### src/pcci_pkg.sv
// pcci_pkg: shared constants, states, register map and carrier structs
// assumes: one 25 MHz clock, AXI4-Lite register access with 32-bit data
package pcci_pkg;

   // ****************************************************************
   // register offsets (byte addresses)
   // ****************************************************************
   localparam logic [7:0] ADDR_CMD    = 8'h00;
   localparam logic [7:0] ADDR_STATUS = 8'h04;
   localparam logic [7:0] ADDR_EVENT  = 8'h08;
   localparam logic [7:0] ADDR_CFG    = 8'h0c;
   localparam logic [7:0] ADDR_KEYS   = 8'h10;
   localparam logic [7:0] ADDR_CHAN   = 8'h14;

   // ****************************************************************
   // command codes written to the command register, bits 3:0
   // ****************************************************************
   localparam logic [3:0] CMD_NONE      = 4'h0;
   localparam logic [3:0] CMD_DEF_HALT  = 4'h1;
   localparam logic [3:0] CMD_DEF_READY = 4'h2;
   localparam logic [3:0] CMD_CLEAR_DEF = 4'h3;
   localparam logic [3:0] CMD_ALL_SLOTS = 4'h4;
   localparam logic [3:0] CMD_SETUP     = 4'h5;
   localparam logic [3:0] CMD_SETUP_END = 4'h6;
   localparam logic [3:0] CMD_RESTORE   = 4'h7;

   // ****************************************************************
   // event register bit positions (levels from the core, written as pulses)
   // ****************************************************************
   localparam int EV_CYCLE_END = 0;
   localparam int EV_WUP_DONE  = 1;
   localparam int EV_WUP_COLL  = 2;
   localparam int EV_HDR_CAS   = 3;
   localparam int EV_COMM_ON   = 4;
   localparam int EV_STATE     = 5;   // core reports its procedure state
   localparam int EV_STATE_LSB = 8;   // state code of that report, 4 bits

   // ****************************************************************
   // field positions and reset values
   // ****************************************************************
   localparam int CFG_KSO_BIT   = 0;
   localparam int CFG_KSU_BIT   = 1;
   localparam int CFG_DUAL_BIT  = 2;
   localparam int CFG_EXT_BIT   = 3;
   localparam int CFG_WUPR_LSB  = 8;
   localparam logic [10:0] KEY_SLOT_RST  = 11'h000;
   localparam logic [4:0]  WUP_REP_RST   = 5'h00;
   localparam logic [1:0]  CHAN_RST      = 2'h3;

   // ****************************************************************
   // bus answers
   // ****************************************************************
   localparam logic [1:0] RESP_OKAY   = 2'h0;
   localparam logic [1:0] RESP_SLVERR = 2'h2;

   // ****************************************************************
   // types
   // ****************************************************************
   typedef enum logic [3:0] {
      ST_DEFAULT_SETUP, ST_SETUP, ST_READY, ST_HALT, ST_WAKE_TX,
      ST_STARTUP, ST_COLL_RES, ST_NORM_ACTIVE, ST_NORM_PASSIVE
   } pcci_state_t;

   typedef enum logic [1:0] {
      SM_KEY_SLOT_ONLY, SM_ALL_PENDING, SM_ALL
   } pcci_slot_mode_t;

   typedef struct packed {
      logic [10:0] first_key_slot_number;
      logic [10:0] second_key_slot_number;
      logic        key_slot_startup_flag;
      logic        dual_key_slot_flag;
      logic [4:0]  wake_pattern_repetitions;
      logic        external_sync_flag;
      logic        key_slot_only_enable;
      logic [1:0]  attached_channel_set;
   } pcci_cfg_t;

   typedef struct packed {
      logic        buffers_enabled;
      logic        all_frames_tx;
      logic        wake_during_operation_pattern_sched;
      logic        mts_sched;
      logic        terminate;
      logic        create;
   } pcci_core_t;

endpackage
### src/pcci_ctrl.sv
// pcci_ctrl: command capture and initialisation sequence of the
// protocol_operation_control state machine, reached over AXI4-Lite
// assumes: a single master; the core mechanisms report their events
// through the event register and read control back from the status word
`timescale 1ns/1ps

// Contract
// - halt-at-cycle-end accepted in every state except halt.
// - ready-at-cycle-end accepted wherever immediate ready is allowed.
// - with no communication, deferred halt or ready acts at once.
// - with communication, deferred halt or ready waits for cycle end.
// - in wake transmit, act after full pattern or wakeup collision.
// - in collision resolution, act at cycle end or header/CAS receipt.
// - a later deferred halt or ready replaces an earlier one.
// - unserved halt request sets pending halt flag; cycle end enters halt.
// - unserved ready request sets pending ready flag; cycle end enters ready.
// - cancel-pending clears both pending flags at once.
// - enable-all-slots accepted only in normal active or passive.
// - enable-all-slots moves key-slot-only to all-pending, else ignored.
// - all-pending at cycle end permits transmission of all frames.
// - default setup entered at start and from halt on restore, terminating.
// - status initialised before default setup; slot mode key-slot-only.
// - configuration writes only in setup; setup entered from default or ready.
// - setup-done creates, updates status, modes core, enters ready.
// - default setup disables buffers, assigns no slot, clears payload-valid; the code holds no payload-valid bit to clear.
// - default setup leaves no wakeup-in-operation or media test scheduled.
// - other defaults documented; attached channel set kept.
// - entering ready after setup, slot mode follows key-slot-only enable.
// - slot mode has exactly three encodings.
// - coldstart-blocked flag set on every entry to ready.
module pcci_ctrl (
   input  wire logic        ref_clk_i,
   input  wire logic        rst_n_i,
   input  wire logic [7:0]  awaddr_i,
   input  wire logic        awvalid_i,
   output logic             awready_o,
   input  wire logic [31:0] wdata_i,
   input  wire logic [3:0]  wstrb_i,
   input  wire logic        wvalid_i,
   output logic             wready_o,
   output logic [1:0]       bresp_o,
   output logic             bvalid_o,
   input  wire logic        bready_i,
   input  wire logic [7:0]  araddr_i,
   input  wire logic        arvalid_i,
   output logic             arready_o,
   output logic [31:0]      rdata_o,
   output logic [1:0]       rresp_o,
   output logic             rvalid_o,
   input  wire logic        rready_i
);

   // ****************************************************************
   // state record
   // ****************************************************************
   typedef struct packed {
      logic                      awr;
      logic                      wr;
      logic [7:0]                aw_addr;
      logic                      aw_have;
      logic [31:0]               w_data;
      logic [3:0]                w_strb;
      logic                      w_have;
      logic                      bv;
      logic [1:0]                bresp;
      logic                      arr;
      logic                      rv;
      logic [31:0]               rdata;
      logic [1:0]                rresp;
      pcci_pkg::pcci_state_t     st;
      pcci_pkg::pcci_slot_mode_t slot_mode;
      logic                      pend_halt;
      logic                      pend_ready;
      logic                      coldstart_blocked;
      logic                      comm_on;
      pcci_pkg::pcci_cfg_t       cfg;
      pcci_pkg::pcci_core_t      core;
   } pcci_ctrl_s_t;

   pcci_ctrl_s_t s_q;
   pcci_ctrl_s_t s_d;

   // immediate ready permitted in these states (wake, startup, collision resolution, normal)
   function automatic logic ready_ok(input pcci_pkg::pcci_state_t st);
      ready_ok = (st == pcci_pkg::ST_WAKE_TX) || (st == pcci_pkg::ST_STARTUP) ||
                 (st == pcci_pkg::ST_COLL_RES) || (st == pcci_pkg::ST_NORM_ACTIVE) ||
                 (st == pcci_pkg::ST_NORM_PASSIVE);
   endfunction

   // ****************************************************************
   // next-state logic
   // ****************************************************************
   logic        wr_fire;
   logic [3:0]  cmd;
   logic [5:0]  ev;
   logic [3:0]  ev_st;
   logic        handle;
   always_comb begin
      s_d     = s_q;
      wr_fire = s_q.aw_have && s_q.w_have && !s_q.bv;
      cmd     = pcci_pkg::CMD_NONE;
      ev      = 6'h00;
      ev_st   = 4'h0;
      handle  = 1'b0;
      s_d.core.terminate = 1'b0;
      s_d.core.create    = 1'b0;
      // address and data channels, taken in either order
      s_d.awr = !s_q.aw_have && !awvalid_i ? 1'b1 : !s_q.aw_have;
      s_d.wr  = !s_q.w_have;
      if (awvalid_i && s_q.awr) begin
         s_d.aw_addr = awaddr_i;
         s_d.aw_have = 1'b1;
         s_d.awr     = 1'b0;
      end
      if (wvalid_i && s_q.wr) begin
         s_d.w_data = wdata_i;
         s_d.w_strb = wstrb_i;
         s_d.w_have = 1'b1;
         s_d.wr     = 1'b0;
      end
      if (s_q.bv && bready_i) begin
         s_d.bv = 1'b0;
      end
      if (wr_fire) begin
         s_d.aw_have = 1'b0;
         s_d.w_have  = 1'b0;
         s_d.bv      = 1'b1;
         s_d.bresp   = pcci_pkg::RESP_OKAY;
         case (s_q.aw_addr)
            pcci_pkg::ADDR_CMD:   if (s_q.w_strb[0]) cmd = s_q.w_data[3:0];
            pcci_pkg::ADDR_EVENT: begin
               if (s_q.w_strb[0]) ev = s_q.w_data[5:0];
               if (s_q.w_strb[1]) ev_st = s_q.w_data[pcci_pkg::EV_STATE_LSB +: 4];
            end
            pcci_pkg::ADDR_CFG, pcci_pkg::ADDR_KEYS, pcci_pkg::ADDR_CHAN: begin
               if (s_q.st != pcci_pkg::ST_SETUP) begin
                  s_d.bresp = pcci_pkg::RESP_SLVERR;
               end else if (s_q.aw_addr == pcci_pkg::ADDR_CFG) begin
                  s_d.cfg.key_slot_only_enable = s_q.w_data[pcci_pkg::CFG_KSO_BIT];
                  s_d.cfg.key_slot_startup_flag = s_q.w_data[pcci_pkg::CFG_KSU_BIT];
                  s_d.cfg.dual_key_slot_flag = s_q.w_data[pcci_pkg::CFG_DUAL_BIT];
                  s_d.cfg.external_sync_flag = s_q.w_data[pcci_pkg::CFG_EXT_BIT];
                  s_d.cfg.wake_pattern_repetitions =
                     s_q.w_data[pcci_pkg::CFG_WUPR_LSB +: 5];
               end else if (s_q.aw_addr == pcci_pkg::ADDR_KEYS) begin
                  s_d.cfg.first_key_slot_number  = s_q.w_data[10:0];
                  s_d.cfg.second_key_slot_number = s_q.w_data[26:16];
               end else begin
                  s_d.cfg.attached_channel_set = s_q.w_data[1:0];
               end
            end
            pcci_pkg::ADDR_STATUS: ;
            default: s_d.bresp = pcci_pkg::RESP_SLVERR;
         endcase
      end
      // communication-in-progress level from the core
      if (ev[pcci_pkg::EV_COMM_ON]) s_d.comm_on = 1'b1;
      // core reports entry to its wakeup, startup, collision resolution or normal states; a serve wins
      if (ev[pcci_pkg::EV_STATE] && ready_ok(pcci_pkg::pcci_state_t'(ev_st)) &&
          (s_q.st == pcci_pkg::ST_READY || ready_ok(s_q.st))) begin
         s_d.st = pcci_pkg::pcci_state_t'(ev_st);
      end
      // command interpretation
      case (cmd)
         pcci_pkg::CMD_DEF_HALT: begin
            if (s_q.st != pcci_pkg::ST_HALT) begin
               if (!s_q.comm_on) begin
                  s_d.st = pcci_pkg::ST_HALT;
                  s_d.pend_halt  = 1'b0;
                  s_d.pend_ready = 1'b0;
               end else begin
                  s_d.pend_halt  = 1'b1;
                  s_d.pend_ready = 1'b0;
               end
            end
         end
         pcci_pkg::CMD_DEF_READY: begin
            if (ready_ok(s_q.st)) begin
               if (!s_q.comm_on) begin
                  s_d.st = pcci_pkg::ST_READY;
                  s_d.coldstart_blocked = 1'b1;
                  s_d.pend_halt  = 1'b0;
                  s_d.pend_ready = 1'b0;
               end else begin
                  s_d.pend_ready = 1'b1;
                  s_d.pend_halt  = 1'b0;
               end
            end
         end
         pcci_pkg::CMD_CLEAR_DEF: begin
            s_d.pend_halt  = 1'b0;
            s_d.pend_ready = 1'b0;
         end
         pcci_pkg::CMD_ALL_SLOTS: begin
            if ((s_q.st == pcci_pkg::ST_NORM_ACTIVE ||
                 s_q.st == pcci_pkg::ST_NORM_PASSIVE) &&
                s_q.slot_mode == pcci_pkg::SM_KEY_SLOT_ONLY) begin
               s_d.slot_mode = pcci_pkg::SM_ALL_PENDING;
            end
         end
         pcci_pkg::CMD_SETUP: begin
            if (s_q.st == pcci_pkg::ST_DEFAULT_SETUP ||
                s_q.st == pcci_pkg::ST_READY) begin
               s_d.st = pcci_pkg::ST_SETUP;
               s_d.core.terminate = (s_q.st == pcci_pkg::ST_READY);
            end
         end
         pcci_pkg::CMD_SETUP_END: begin
            if (s_q.st == pcci_pkg::ST_SETUP) begin
               s_d.core.create = 1'b1;
               s_d.slot_mode = s_q.cfg.key_slot_only_enable ?
                  pcci_pkg::SM_KEY_SLOT_ONLY : pcci_pkg::SM_ALL;
               s_d.coldstart_blocked = 1'b1;
               s_d.core.buffers_enabled = 1'b1;
               s_d.st = pcci_pkg::ST_READY;
            end
         end
         pcci_pkg::CMD_RESTORE: begin
            if (s_q.st == pcci_pkg::ST_HALT) begin
               s_d.core.terminate = 1'b1;
               s_d.st = pcci_pkg::ST_DEFAULT_SETUP;
               s_d.slot_mode = pcci_pkg::SM_KEY_SLOT_ONLY;
               s_d.pend_halt = 1'b0;
               s_d.pend_ready = 1'b0;
               s_d.comm_on = 1'b0;
               s_d.coldstart_blocked = 1'b1;
               s_d.core.buffers_enabled = 1'b0;
               s_d.core.all_frames_tx = 1'b0;
               s_d.core.wake_during_operation_pattern_sched = 1'b0;
               s_d.core.mts_sched = 1'b0;
               s_d.cfg.first_key_slot_number = pcci_pkg::KEY_SLOT_RST;
               s_d.cfg.second_key_slot_number = pcci_pkg::KEY_SLOT_RST;
               s_d.cfg.key_slot_startup_flag = 1'b0;
               s_d.cfg.dual_key_slot_flag = 1'b0;
               s_d.cfg.external_sync_flag = 1'b0;
               s_d.cfg.wake_pattern_repetitions = pcci_pkg::WUP_REP_RST;
               s_d.cfg.key_slot_only_enable = 1'b0;
            end
         end
         default: ;
      endcase
      // points at which a deferred request is served
      case (s_q.st)
         pcci_pkg::ST_WAKE_TX:
            handle = ev[pcci_pkg::EV_WUP_DONE] || ev[pcci_pkg::EV_WUP_COLL];
         pcci_pkg::ST_COLL_RES:
            handle = ev[pcci_pkg::EV_CYCLE_END] || ev[pcci_pkg::EV_HDR_CAS];
         default:
            handle = ev[pcci_pkg::EV_CYCLE_END];
      endcase
      if (ev[pcci_pkg::EV_CYCLE_END] &&
          s_q.slot_mode == pcci_pkg::SM_ALL_PENDING) begin
         s_d.slot_mode = pcci_pkg::SM_ALL;
         s_d.core.all_frames_tx = 1'b1;
      end
      if (handle && (s_q.pend_halt || s_q.pend_ready) &&
          cmd != pcci_pkg::CMD_CLEAR_DEF) begin
         s_d.st = s_q.pend_halt ? pcci_pkg::ST_HALT : pcci_pkg::ST_READY;
         if (!s_q.pend_halt) s_d.coldstart_blocked = 1'b1;
         s_d.pend_halt  = 1'b0;
         s_d.pend_ready = 1'b0;
         s_d.comm_on    = 1'b0;
      end
      // read channel
      s_d.arr = !s_q.rv && !(arvalid_i && s_q.arr);
      if (s_q.rv && rready_i) s_d.rv = 1'b0;
      if (arvalid_i && s_q.arr) begin
         s_d.rv    = 1'b1;
         s_d.rresp = pcci_pkg::RESP_OKAY;
         case (araddr_i)
            pcci_pkg::ADDR_STATUS: s_d.rdata = {16'h0000,
               s_q.core.create, s_q.core.terminate, s_q.core.mts_sched,
               s_q.core.wake_during_operation_pattern_sched, s_q.core.all_frames_tx, s_q.core.buffers_enabled,
               s_q.comm_on, s_q.coldstart_blocked, s_q.pend_ready, s_q.pend_halt,
               s_q.slot_mode, s_q.st};
            pcci_pkg::ADDR_CFG: s_d.rdata = {19'h00000, s_q.cfg.wake_pattern_repetitions,
               4'h0, s_q.cfg.external_sync_flag, s_q.cfg.dual_key_slot_flag,
               s_q.cfg.key_slot_startup_flag, s_q.cfg.key_slot_only_enable};
            pcci_pkg::ADDR_KEYS: s_d.rdata = {5'h00, s_q.cfg.second_key_slot_number,
               5'h00, s_q.cfg.first_key_slot_number};
            pcci_pkg::ADDR_CHAN: s_d.rdata = {30'h00000000, s_q.cfg.attached_channel_set};
            pcci_pkg::ADDR_CMD, pcci_pkg::ADDR_EVENT: s_d.rdata = 32'h00000000;
            default: begin
               s_d.rdata = 32'h00000000;
               s_d.rresp = pcci_pkg::RESP_SLVERR;
            end
         endcase
      end
   end

   // ****************************************************************
   // registers; reset enters default setup with initialised status
   // ****************************************************************
   always_ff @(posedge ref_clk_i) begin
      if (!rst_n_i) begin
         s_q       <= '0;
         s_q.awr   <= 1'b1;
         s_q.wr    <= 1'b1;
         s_q.arr   <= 1'b1;
         s_q.st    <= pcci_pkg::ST_DEFAULT_SETUP;
         s_q.slot_mode <= pcci_pkg::SM_KEY_SLOT_ONLY;
         s_q.coldstart_blocked <= 1'b1;
         s_q.cfg.attached_channel_set <= pcci_pkg::CHAN_RST;
      end else begin
         s_q <= s_d;
      end
   end

   assign awready_o = s_q.awr;
   assign wready_o  = s_q.wr;
   assign bvalid_o  = s_q.bv;
   assign bresp_o   = s_q.bresp;
   assign arready_o = s_q.arr;
   assign rvalid_o  = s_q.rv;
   assign rdata_o   = s_q.rdata;
   assign rresp_o   = s_q.rresp;
endmodule

### config.mk
export PLATFORM = sky130hd
export DESIGN_NAME = pcci_ctrl
export DESIGN_NICKNAME = d
export VERILOG_FILES = /design/src/pcci_pkg.sv /design/src/pcci_ctrl.sv
export SDC_FILE = /design/constraint.sdc
export NUM_CORES = 1
export LEC_CHECK = 0
export BUFFER_PORTS_ARGS = -buffer_cell sky130_fd_sc_hd__buf_2
export CAP_MARGIN = 15
export CORE_MARGIN = 2
export CORE_UTILIZATION = 50
export DETAILED_ROUTE_END_ITERATION = 6
export PLACE_DENSITY = 0.81
export SLEW_MARGIN = 20
export SYNTH_ARGS = -nofsm -noshare
export SYNTH_HDL_FRONTEND = slang
export SYNTH_SLANG_ARGS = --single-unit
export TNS_END_PERCENT = 10
### constraint.sdc
create_clock -name ref_clk_i -period 2.71 [get_ports ref_clk_i]
set_clock_uncertainty 0.15 [all_clocks]
set_input_delay 0.542 -clock ref_clk_i [delete_from_list [all_inputs] [get_ports ref_clk_i]]
set_output_delay 0.542 -clock ref_clk_i [all_outputs]
set_load 0.05 [all_outputs]
==> flow_metrics.py <==
metrics = {
    "cells_and_area": {
        "drive_above_1_share": 0.196,
        "fin_nets": 763,
        "stdcell_count": 852,
        "diodes": 0,
        "fin_area_um2": 6130,
        "synthToLayoutAreaGrowth_pct": 17.3,
    },
    "cts": {
        "post_cts_buffers": 0,
        "clkLatencyLatePin_ns": 0.52,
        "root_buffer": "clkbuf_8",
        "cts-resized-gates": 0,
        "postCtsHoldBufs": 0,
        "clock-sinks": 116,
        "tritoncts": "yes",
        "clk_pin_slew_ns": 0.06,
        "cts-buffers-inserted": 17,
        "htreeDepth": 4,
        "clockBufferDepth": 2,
    },
    "sta": {
        "hold_ws_ns": 0.0471,
        "setup_tns_ns": 0,
        "setup_viol": 0,
        "fin_crit_sh": 0.914,
        "max_freq_mhz": 404,
        "slew_headroom": 0.391,
        "finalHoldViolations": 0,
        "max_slew.worst_pin.slew_ns": 0.912,
        "min_period_ns": 2.48,
        "rsz0062_at_grt": "false",
        "drv_slew": 0,
    },
    "drt": {
        "postRouteAntennaNets": 0,
        "vias_per_cell": 5.65,
        "route.detailed.drc": 0,
        "wl_um": 13600,
        "drtIter0Drc": 412,
        "avgRoutedWirePerCell_um": 15.9,
        "drt-pass1-iter-count": 6,
        "num_vias": 4814,
    },
    "critical_path": {
        "worstSetupPathType": "register to register",
        "cp-start-kind": "register",
        "critical_path_arrival_ns": 2.72,
        "crit_required_ns": 2.95,
        "r2r_end": "s_q[22]",
        "crit_path_end_kind": "register",
        "r2r_cells": 6,
        "reg2reg_slack_ns": 0.23,
        "cp_max_fo": 22,
        "r2r-start": "s_q[48]",
    },
    "synthesis": {
        "synth_cell_type_count": 66,
        "synth_top_area_frac": 0.445,
        "ys_seq_area_frac": 0.445,
        "synth_area_leaders": "dfxtp_1 44%, nand2_1 11%, a21oi_1 9.1%",
        "synth-edff-count": 0,
        "synth_ff_type": "dfxtp_1",
        "ys_seq_elements": 116,
        "yosys-top-cells-count": "153 x nand2_1, 116 x dfxtp_1, 95 x a21oi_1, 44 x nor2_1, 37 x buf_4",
        "synth.most_common_cell": "nand2_1",
        "yosysTopAreaCell": "dfxtp_1",
        "yosys_warnings": 0,
        "synth_area_um2": 5220,
        "ys_async_sr_fraction": 0,
        "synth_cells": 654,
        "avgSynthCellArea_um2": 7.99,
    },
    "floorplanning": {
        "start_util": 0.510,
        "num_rows": 37,
        "ioPinCount": 100,
        "die-area_um2": 11300,
        "core_um2": 10200,
        "die-height_um": 106,
        "die_w_um": 106,
    },
    "global_route": {
        "grt-ovfl-total": 0,
        "antenna_found_initial": 0,
        "grt_max_degree": 61,
        "grt_pass1_vias": 4582,
        "grt_pass1_wl_um": 22000,
        "grt.total_usage": 0.247,
    },
    "power_and_ir_drop": {
        "p_int_mw": 3.40,
        "power.leakage_nw": 2.43,
        "cellPowerDensity_nw_per_um2": 721,
        "clockPowerShare": 0.525,
        "combPwrFrac": 0.070,
        "peakVddDrop_mv": 0.562,
        "p_sw_mw": 1.01,
        "switching_share": 0.229,
        "total_power_mw": 4.42,
        "sequentialPowerShare": 0.405,
    },
    "placement": {
        "portBuffers": 81,
        "dp_hpwl_um": 9340,
        "gp_congestion": 0.970,
        "place_inst": 821,
        "place_area_um2": 5510,
    },
    "hold_path": {
        "hold_path_startpoint": "rready_i",
        "hold_path_class": "input port to register",
        "holdPathEnd": "rvalid_o",
        "min_path_cells": 2,
    },
    "outcome": {
        "outcome": "finished clean",
    },
    "run": {
        "timing.max_cap.violations": 0,
    },
}
## final cells by class
type	count	area [um^2]
Fill cell	881	4100
Multi-Input combinational cell	460	2440
Sequential cell	116	2320
Timing Repair Buffer	99	541
Clock buffer	23	467
Tap cell	136	170
Clock inverter	8	149
Inverter	10	37.5
## worst max path at each step
stage               slack (ns)      from  depth (start not counted)  endpoint
finish                    0.23   s_q[48]                          6   s_q[22]
CTS                       0.26   s_q[48]                          6   s_q[46]
floorplan                 0.44  bvalid_o                          6   s_q[48]
global route              0.09   s_q[48]                          6   s_q[46]
global placement          0.32   s_q[48]                          6   s_q[46]
detailed placement        0.29   s_q[48]                          6   s_q[46]
## through the flow
stage               setup slack, ns   util
global placement              0.316  0.539
finish                        0.232  0.599
detailed placement            0.290  0.539
global route                 0.0892  0.599
floorplan                     0.444      -
CTS                           0.258  0.599
## cell families after synthesis
| logic type | Yosys count | share of synthesized area |
|---|---|---|
| and+or+nand+nor | 282 | 0.253 |
| buffers and inverters | 85 | 0.0930 |
| muxes | 19 | 0.0364 |
| AOI/OAI and AO/OA | 150 | 0.171 |
| xor gates and xnor gates | 1 | 0.00168 |
| DFF | 116 | 0.445 |
| other | 1 | 0.000718 |
## power by group through the flow
| stage | Sequential, mW | Clock, mW | Combinational (mW) |
|---|---|---|---|
| 2_1_floorplan | 1.83 | 0 | 0.207 |
| 3_3_place_gp | 1.82 | 0 | 0.297 |
| 3_5_place_dp | 1.82 | 0 | 0.303 |
| 4_1_cts | 1.79 | 2.34 | 0.305 |
| 5_1_grt | 1.79 | 2.42 | 0.335 |
| 6_report | 1.79 | 2.32 | 0.307 |
## metal layers
| metal | GRT usage | up-vias | routed length, um |
|---|---|---|---|
| li1 | - | 2301 | - |
| met1 | 0.318 | 2237 | 5720 |
| met2 | 0.397 | 241 | 6350 |
| met3 | 0.0564 | 35 | 1160 |
| met4 | 0.105 | 0 | 324 |
| met5 | 0.0286 | - | 0 |
## registers in the layout, summed over array words and instances, names as in the netlist
register,count
s_q,83
rdata_o,26
arready_o,1
awready_o,1
bresp_o,1
bvalid_o,1
rresp_o,1
rvalid_o,1
wready_o,1
## worst max-delay path, stage by stage (launching register included)
cell	delay, ns
dfxtp_1	0.44
or4b_4	0.62
nor2_1	0.15
nand3_1	0.13
or2_1	0.56
nand2_1	0.20
a21oi_1	0.09
## cells in the final DEF (no fill, tap or decap), types with 3 or more instances in the layout
master     Yosys  final
inv_1          8      8
buf_2         10     81
mux2i_1       19     19
clkbuf_1      23      3
or4b_1         3      3
a2bb2oi_1      5      5
clkbuf_8       0      4
nor4_1         5      5
buf_4         37     18
o211ai_1       5      5
or4_1          3      3
a31oi_1        3      3
nor3b_1        3      3
a21oi_1       95     95
a22oi_1        5      5
nor2b_1        3      3
nand2_1      153    153
o31a_1         3      3
conb_1         1      8
bufinv_16      0      4
nor2_1        44     44
nand4_1        4      4
nor3_1         9      9
and2_1         8      8
nand3_1       20     20
clkbuf_16      0     16
o21ai_0       15     15
dfxtp_1      116    116
Note: power is estimated with default switching activity, not from simulation.
